===== config.mk =====
export PLATFORM = sky130hd
export DESIGN_NAME = irqpr_top
export DESIGN_NICKNAME = d
export VERILOG_FILES = /design/src/irqpr_pkg.sv /design/src/irqpr_reg_merge.sv /design/src/irqpr_level_decode.sv /design/src/irqpr_top.sv
export SDC_FILE = /design/constraint.sdc
export NUM_CORES = 1
export LEC_CHECK = 0
export BUFFER_PORTS_ARGS = -buffer_cell sky130_fd_sc_hd__buf_2
export CAP_MARGIN = 10
export CORE_MARGIN = 2
export CORE_UTILIZATION = 50
export DETAILED_ROUTE_END_ITERATION = 10
export PLACE_DENSITY = 0.91
export SYNTH_ARGS = -nofsm -noshare
export SYNTH_HDL_FRONTEND = slang
export SYNTH_SLANG_ARGS = --single-unit

===== constraint.sdc =====
create_clock -name aclk -period 3.31 [get_ports aclk]
set_input_delay 0.4965 -clock aclk [delete_from_list [all_inputs] [get_ports aclk]]
set_output_delay 0.4965 -clock aclk [all_outputs]
set_load 0.01 [all_outputs]

===== src/irqpr_pkg.sv =====
package irqpr_pkg;

    // ------------------------------------------------------------
    // sizes
    // ------------------------------------------------------------
    localparam int NUM_REGS = 4;
    localparam int NUM_SRC = 19;
    localparam int ADDR_W = 8;
    localparam int DATA_W = 32;
    localparam int REG_W = 16;
    localparam int FIELD_W = 2;

    // ------------------------------------------------------------
    // register indices (byte address is four times the index)
    // ------------------------------------------------------------
    localparam logic [5:0] IDX_SERIAL1_SPI = 6'h05;
    localparam logic [5:0] IDX_TIMER_C0_DECODER = 6'h06;
    localparam logic [5:0] IDX_TIMER_A0_TIMER_C = 6'h07;
    localparam logic [5:0] IDX_SERIAL0_TIMER_A = 6'h08;
    localparam logic [5:0] IDX_FIRST = IDX_SERIAL1_SPI;
    localparam logic [5:0] IDX_LAST = IDX_SERIAL0_TIMER_A;

    // reset value of every priority register, all sources disabled
    localparam logic [15:0] PRIO_RESET = 16'h0000;

    // writable bits per register, reserved bits are zero here
    localparam logic [15:0] WMASK [NUM_REGS] = '{
        16'h0f3f,
        16'hc00f,
        16'hc03f,
        16'hf3ff
    };

    // ------------------------------------------------------------
    // field encodings
    // ------------------------------------------------------------
    localparam logic [1:0] FIELD_OFF = 2'h0;
    localparam logic [1:0] FIELD_L0 = 2'h1;
    localparam logic [1:0] FIELD_L1 = 2'h2;
    localparam logic [1:0] FIELD_L2 = 2'h3;

    // ------------------------------------------------------------
    // source map: register slot and field low bit for each source
    // ------------------------------------------------------------
    // 0 port1_rx_full_level, 1 port1_rx_error_level, 2 port1_tx_idle_level,
    // 3 port1_tx_empty_level, 4 spi_zero_tx_empty_level, 5 timer_c_ch0_level,
    // 6 decoder_index_level, 7 decoder_home_watchdog_level, 8 timer_a_ch0_level,
    // 9 timer_c_ch3_level, 10 timer_c_ch2_level, 11 timer_c_ch1_level,
    // 12 port0_rx_full_level, 13 port0_rx_error_level, 14 port0_tx_idle_level,
    // 15 port0_tx_empty_level, 16 timer_a_ch3_level, 17 timer_a_ch2_level,
    // 18 timer_a_ch1_level
    localparam int SRC_SLOT [NUM_SRC] = '{0, 0, 0, 0, 0, 1, 1, 1, 2, 2, 2, 2, 3, 3, 3, 3, 3, 3, 3};
    localparam int SRC_POS [NUM_SRC] = '{10, 8, 4, 2, 0, 14, 2, 0, 14, 4, 2, 0, 14, 12, 8, 6, 4, 2, 0};

    // ------------------------------------------------------------
    // bus answers
    // ------------------------------------------------------------
    localparam logic [1:0] RESP_OKAY = 2'h0;
    localparam logic [1:0] RESP_SLVERR = 2'h2;

    // byte address of a register index
    function automatic logic [7:0] idx_to_addr(input logic [5:0] idx);
        idx_to_addr = {idx, 2'b00};
    endfunction

    // address decode: {hit, slot}
    function automatic logic [2:0] addr_slot(input logic [7:0] addr);
        logic [5:0] off;
        off = addr[7:2] - IDX_FIRST;
        if (addr[1:0] == 2'b00 && addr[7:2] >= IDX_FIRST && addr[7:2] <= IDX_LAST) begin
            addr_slot = {1'b1, off[1:0]};
        end else begin
            addr_slot = 3'b000;
        end
    endfunction

endpackage


===== src/irqpr_reg_merge.sv =====
`timescale 1ns/100ps
`default_nettype none

module irqpr_reg_merge
    import irqpr_pkg::*;
(
    // current state and write data
    input wire logic [15:0] cur,
    input wire logic [15:0] wdata,
    input wire logic [1:0] wstrb,
    input wire logic [15:0] wmask,
    // merged next value
    output logic [15:0] nxt
);

    logic [15:0] lane_mask;

    // only enabled byte lanes and writable bits change
    assign lane_mask = {{8{wstrb[1]}}, {8{wstrb[0]}}} & wmask;
    assign nxt = (cur & ~lane_mask) | (wdata & lane_mask);

endmodule

`default_nettype wire


===== src/irqpr_level_decode.sv =====
`timescale 1ns/100ps
`default_nettype none

module irqpr_level_decode
    import irqpr_pkg::*;
(
    // field and pending request
    input wire logic [1:0] field,
    input wire logic req,
    // decoded outputs
    output logic en,
    output logic lvl0,
    output logic lvl1,
    output logic lvl2
);

    // map the field to one of three levels or off
    always_comb begin
        en = 1'b0;
        lvl0 = 1'b0;
        lvl1 = 1'b0;
        lvl2 = 1'b0;
        case (field)
            FIELD_L0: begin
                en = 1'b1;
                lvl0 = req;
            end
            FIELD_L1: begin
                en = 1'b1;
                lvl1 = req;
            end
            FIELD_L2: begin
                en = 1'b1;
                lvl2 = req;
            end
            default: begin
                en = 1'b0;
            end
        endcase
    end

endmodule

`default_nettype wire


===== src/irqpr_top.sv =====
`timescale 1ns/100ps
`default_nettype none

module irqpr_top
    import irqpr_pkg::*;
(
    // clock and reset
    input wire logic aclk,
    input wire logic aresetn,
    // axi4-lite write address
    input wire logic [7:0] awaddr,
    input wire logic [2:0] awprot,
    input wire logic awvalid,
    output logic awready,
    // axi4-lite write data
    input wire logic [31:0] wdata,
    input wire logic [3:0] wstrb,
    input wire logic wvalid,
    output logic wready,
    // axi4-lite write response
    output logic [1:0] bresp,
    output logic bvalid,
    input wire logic bready,
    // axi4-lite read address
    input wire logic [7:0] araddr,
    input wire logic [2:0] arprot,
    input wire logic arvalid,
    output logic arready,
    // axi4-lite read data
    output logic [31:0] rdata,
    output logic [1:0] rresp,
    output logic rvalid,
    input wire logic rready,
    // pending requests from the peripherals
    input wire logic [18:0] src_req,
    // forwarded requests per level and enable state
    output logic [18:0] fwd_lvl0,
    output logic [18:0] fwd_lvl1,
    output logic [18:0] fwd_lvl2,
    output logic [18:0] src_enabled
);

    // ------------------------------------------------------------
    // state
    // ------------------------------------------------------------
    logic [15:0] prio_q [NUM_REGS];
    logic [15:0] prio_d [NUM_REGS];
    logic aw_held_q, w_held_q;
    logic [7:0] awaddr_q;
    logic [15:0] wdata_q;
    logic [1:0] wstrb_q;
    logic awready_q, wready_q, bvalid_q, arready_q, rvalid_q;
    logic [1:0] bresp_q, rresp_q;
    logic [31:0] rdata_q;
    logic [2:0] wr_dec, rd_dec;
    logic wr_fire;
    logic [31:0] rd_word;
    logic [18:0] dec_en, dec_l0, dec_l1, dec_l2;
    logic [18:0] fwd_lvl0_q, fwd_lvl1_q, fwd_lvl2_q, src_enabled_q;

    assign wr_dec = addr_slot(awaddr_q);
    assign rd_dec = addr_slot(araddr);
    assign wr_fire = aw_held_q && w_held_q && !bvalid_q;

    // ------------------------------------------------------------
    // write address channel
    // ------------------------------------------------------------
    // address held until the response has been taken
    always_ff @(posedge aclk) begin
        if (!aresetn) begin
            aw_held_q <= 1'b0;
            awaddr_q <= 8'h00;
            awready_q <= 1'b0;
        end else if (awvalid && awready_q) begin
            aw_held_q <= 1'b1;
            awaddr_q <= awaddr;
            awready_q <= 1'b0;
        end else if (bvalid_q && bready) begin
            aw_held_q <= 1'b0;
            awready_q <= 1'b1;
        end else if (!aw_held_q && !bvalid_q) begin
            awready_q <= 1'b1;
        end
    end

    // ------------------------------------------------------------
    // write data channel
    // ------------------------------------------------------------
    // data held until the response has been taken
    always_ff @(posedge aclk) begin
        if (!aresetn) begin
            w_held_q <= 1'b0;
            wdata_q <= 16'h0000;
            wstrb_q <= 2'b00;
            wready_q <= 1'b0;
        end else if (wvalid && wready_q) begin
            w_held_q <= 1'b1;
            wdata_q <= wdata[15:0];
            wstrb_q <= wstrb[1:0];
            wready_q <= 1'b0;
        end else if (bvalid_q && bready) begin
            w_held_q <= 1'b0;
            wready_q <= 1'b1;
        end else if (!w_held_q && !bvalid_q) begin
            wready_q <= 1'b1;
        end
    end

    // ------------------------------------------------------------
    // write response channel
    // ------------------------------------------------------------
    // unmapped or misaligned addresses answer slverr
    always_ff @(posedge aclk) begin
        if (!aresetn) begin
            bvalid_q <= 1'b0;
            bresp_q <= RESP_OKAY;
        end else if (wr_fire) begin
            bvalid_q <= 1'b1;
            bresp_q <= wr_dec[2] ? RESP_OKAY : RESP_SLVERR;
        end else if (bvalid_q && bready) begin
            bvalid_q <= 1'b0;
        end
    end

    // ------------------------------------------------------------
    // priority registers
    // ------------------------------------------------------------
    for (genvar r = 0; r < NUM_REGS; r++) begin : g_reg
        irqpr_reg_merge u_merge (
            .cur(prio_q[r]),
            .wdata(wdata_q),
            .wstrb(wstrb_q),
            .wmask(WMASK[r]),
            .nxt(prio_d[r])
        );

        // update on a committed write to this slot
        always_ff @(posedge aclk) begin
            if (!aresetn) begin
                prio_q[r] <= PRIO_RESET;
            end else if (wr_fire && wr_dec[2] && wr_dec[1:0] == 2'(r)) begin
                prio_q[r] <= prio_d[r];
            end
        end
    end

    // ------------------------------------------------------------
    // read channels
    // ------------------------------------------------------------
    // reserved bits and upper half read as zero
    assign rd_word = rd_dec[2] ? {16'h0000, prio_q[rd_dec[1:0]] & WMASK[rd_dec[1:0]]} : 32'h0000_0000;

    // one read under way at a time
    always_ff @(posedge aclk) begin
        if (!aresetn) begin
            arready_q <= 1'b0;
            rvalid_q <= 1'b0;
            rdata_q <= 32'h0000_0000;
            rresp_q <= RESP_OKAY;
        end else if (arvalid && arready_q) begin
            arready_q <= 1'b0;
            rvalid_q <= 1'b1;
            rdata_q <= rd_word;
            rresp_q <= rd_dec[2] ? RESP_OKAY : RESP_SLVERR;
        end else if (rvalid_q && rready) begin
            rvalid_q <= 1'b0;
            arready_q <= 1'b1;
        end else if (!rvalid_q) begin
            arready_q <= 1'b1;
        end
    end

    // ------------------------------------------------------------
    // level decode and forwarding
    // ------------------------------------------------------------
    for (genvar s = 0; s < NUM_SRC; s++) begin : g_src
        irqpr_level_decode u_dec (
            .field(prio_q[SRC_SLOT[s]][SRC_POS[s] +: FIELD_W]),
            .req(src_req[s]),
            .en(dec_en[s]),
            .lvl0(dec_l0[s]),
            .lvl1(dec_l1[s]),
            .lvl2(dec_l2[s])
        );
    end

    // forwarded requests registered towards arbitration
    always_ff @(posedge aclk) begin
        if (!aresetn) begin
            fwd_lvl0_q <= 19'h0_0000;
            fwd_lvl1_q <= 19'h0_0000;
            fwd_lvl2_q <= 19'h0_0000;
            src_enabled_q <= 19'h0_0000;
        end else begin
            fwd_lvl0_q <= dec_l0;
            fwd_lvl1_q <= dec_l1;
            fwd_lvl2_q <= dec_l2;
            src_enabled_q <= dec_en;
        end
    end

    // ------------------------------------------------------------
    // outputs
    // ------------------------------------------------------------
    assign awready = awready_q;
    assign wready = wready_q;
    assign bvalid = bvalid_q;
    assign bresp = bresp_q;
    assign arready = arready_q;
    assign rvalid = rvalid_q;
    assign rdata = rdata_q;
    assign rresp = rresp_q;
    assign fwd_lvl0 = fwd_lvl0_q;
    assign fwd_lvl1 = fwd_lvl1_q;
    assign fwd_lvl2 = fwd_lvl2_q;
    assign src_enabled = src_enabled_q;
endmodule

`default_nettype wire


==> flow_metrics.py <==
metrics = {
    "cts": {
        "cts_buffers": 17,
        "cts_tree": "yes",
        "clock_path_buffers": 2,
        "clock_latency_ps": 420,
        "cts_sinks": 165,
        "cts_resized": 0,
        "clk_pin_slew_ps": 60,
        "cts_setup_buffers": 0,
        "cts_hold_buffers": 0,
        "htreeDepth": 4,
        "cts_root_buffer": "clkbuf_16",
    },
    "route": {
        "wl_um": 14400,
        "ant_nets": 0,
        "dr.pass1.iters": 5,
        "wl_per_cell_um": 16.3,
        "viasPerCell": 5.32,
        "vias": 4715,
        "drt_iter0_markers": 361,
        "route.detailed.drc": 0,
    },
    "setup_path": {
        "critical_path_class": "reg -> reg",
        "crit_path_end_kind": "flop",
        "r2r_slack_ps": 950,
        "cp_max_fo": 7,
        "cp-startpoint": "awaddr_q[2]$_SDFFE_PN0P_",
        "crit_arrival_ps": 2490,
        "r2r_cells": 7,
        "rr_startpoint": "awaddr_q[2]$_SDFFE_PN0P_",
        "max_stage_delay_ps": 510,
        "critPathRequiredTime_ps": 3440,
        "crit_chain": "inv_1 -> ha_1 -> nor2b_1 -> o22ai_2 -> nand3_1 -> o21ai_1 -> buf_4",
        "rr_endpoint": "prio_q[0][4]$_SDFFCE_PN0P_",
        "start_kind": "flop",
        "crit_slowest_cell": "o21ai_1",
    },
    "pwr": {
        "ir_drop_mv": 0.250,
        "p_int_mw": 3.25,
        "swShare": 0.228,
        "fin_total_pwr_mw": 4.21,
        "p_comb_frac": 0.069,
        "clockPowerShare": 0.414,
        "p_leak_nw": 3.31,
        "power_frac_seq": 0.517,
        "p_per_area_mw_per_mm2": 561,
        "switching_power_uw": 960,
    },
    "floorplanning": {
        "ios": 201,
        "core_mm2": 0.0120,
        "rows": 40,
        "die_area_mm2": 0.0132,
        "die_width_um": 115,
        "start_util": 0.512,
        "die_h_um": 115,
    },
    "synth": {
        "yosys.cell_types.count": 48,
        "netlist_top_cells_count": "dfxtp_1, nor2_1, nand2_1",
        "ys_top_cells_by_area": "dfxtp_1, edfxtp_1, a22o_1, nor2_1, nand2_1",
        "synth_top_area_share": 0.414,
        "syn_inst": 569,
        "ys.flop_type": "dfxtp_1",
        "syn-cell-area_mm2": 0.00615,
        "synth_most_common_cell": "dfxtp_1",
        "synth_warnings": 0,
        "yosysTopAreaCell": "dfxtp_1",
        "synth_seq_cells": 165,
        "avgSynthCellArea_um2": 10.8,
        "yosysSeqAreaShare": 0.599,
        "synth_edf_count": 38,
        "synthArstFlopShare": 0,
    },
    "sta": {
        "holdWs_ps": 287,
        "min_period_ps": 2360,
        "rsz0062_at_grt": "no",
        "fin_tns_setup_ps": 0,
        "finalCritPeriodShare": 0.714,
        "skew_ps": 5.04,
        "finalSetupViolCount": 0,
        "hold_viol_final": 0,
        "slew_viol_final": 0,
        "worstMarginPinSlew_ps": 982,
        "maxSlewHeadroom": 0.341,
        "fmaxAchievable_ghz": 0.423,
    },
    "finish": {
        "fill_cells": 944,
        "fin_area_mm2": 0.00752,
        "fin_nets": 817,
        "layout-drive-gt1-share": 0.286,
        "area_delta_synth_final_pct": 22.3,
    },
    "placed_design": {
        "place.gp.congestion": 0.781,
        "portBuffers": 158,
        "place_area_mm2": 0.00699,
        "hpwl_um": 10200,
    },
    "global_routing": {
        "grt_max_degree": 37,
        "overflow": 0,
        "grt_usage": 0.218,
        "grt_pass1_vias": 4346,
        "grt_pass1_wl_um": 21900,
        "antenna_found_initial": 1,
    },
    "worst_hold_path": {
        "min_from": "wdata[14]",
        "hold_end": "wdata_q[14]$_SDFFE_PN0P_",
        "hold_class": "in -> reg",
        "hold_path_depth": 2,
    },
    "run": {
        "maxCapViolCount": 0,
    },
    "outcome": {
        "status": "completed",
    },
}
-- critical path: cells and delay by family, from the launching register on --
family          cells  cell delay [ps]
compound gates      2              840
fa+ha+maj           1              190
buf+inv             2              380
flops               1              400
simple gates        2              260
-- routing by layer --
metal / share of wire / GRT usage / up-vias
li1: - / - / 2262
met2: 0.49 / 0.371 / 197
met1: 0.41 / 0.266 / 2227
met4: 0.026 / 0.0956 / 0
met3: 0.068 / 0.0522 / 29
met5: 0 / 0 / -
-- power by group through the flow --
stage	logic, mW	registers (mW)	clock network [mW]
floorplan	0.185	2.22	0
global placement	0.280	2.22	0
detailed placement	0.290	2.22	0
CTS	0.292	2.18	1.77
global route	0.321	2.19	1.86
finish	0.292	2.18	1.74
-- area by class of cell --
cell class | instances | area, um^2 | area share
clock inverter | 9 | 52.6 | 0.00699
sequential | 165 | 3680 | 0.490
multi-input combinational | 355 | 2190 | 0.292
antenna | 1 | 2.50 | 0.000333
inverter | 23 | 86.3 | 0.0115
timing repair buffer | 165 | 843 | 0.112
tap | 147 | 184 | 0.0245
clock buffer | 22 | 474 | 0.0631
-- worst max path at each step --
stage | to | slack [ps] | cells past startpoint
2_1_floorplan | prio_q[3][0]$_SDFFCE_PN0P_ | 680 | 6
3_3_place_gp | rdata[11]$_SDFFE_PN0P_ | 750 | 7
3_5_place_dp | rdata[11]$_SDFFE_PN0P_ | 620 | 7
4_1_cts | prio_q[0][5]$_SDFFCE_PN0P_ | 940 | 7
5_1_grt | prio_q[0][2]$_SDFFCE_PN0P_ | 750 | 7
6_report | prio_q[0][4]$_SDFFCE_PN0P_ | 950 | 7
-- flip-flops by register name, summed over array words and instances, names as in the netlist, 2 cells and up --
| name | flops |
|---|---|
| fwd_lvl1 | 19 |
| awaddr_q | 8 |
| fwd_lvl2 | 19 |
| rdata | 16 |
| src_enabled | 19 |
| prio_q | 38 |
| fwd_lvl0 | 19 |
| wdata_q | 16 |
| wstrb_q | 2 |
-- logic make-up after synthesis --
family                     synth area share
and+or+nand+nor                       0.162
DFF                                   0.599
AOI/OAI and AO/OA                     0.140
buffers and inverters                0.0543
muxes                                0.0309
adders and majority gates            0.0122
other                              0.000610
-- cell usage in the layout (no fill, tap or decap), types with 20 or more instances in the layout --
| cell type | netlist | routed |
|---|---|---|
| a22o_1 | 30 | 30 |
| buf_2 | 9 | 158 |
| dfxtp_1 | 127 | 127 |
| edfxtp_1 | 38 | 38 |
| inv_1 | 23 | 23 |
| nand2_1 | 49 | 49 |
| nand2b_1 | 20 | 20 |
| nand3_1 | 27 | 27 |
| nor2_1 | 51 | 51 |
| o21a_1 | 22 | 22 |
| o21ai_0 | 26 | 24 |
-- metrics by stage --
| stage | util | setup WS [ps] | cells |
|---|---|---|---|
| 2_1_floorplan | - | 677 | 586 |
| 3_3_place_gp | 0.582 | 754 | 855 |
| 3_5_place_dp | 0.582 | 619 | 855 |
| 4_1_cts | 0.626 | 943 | 886 |
| 5_1_grt | 0.626 | 748 | 887 |
| 6_report | 0.626 | 947 | 887 |
(Power assumes the default switching activity.)
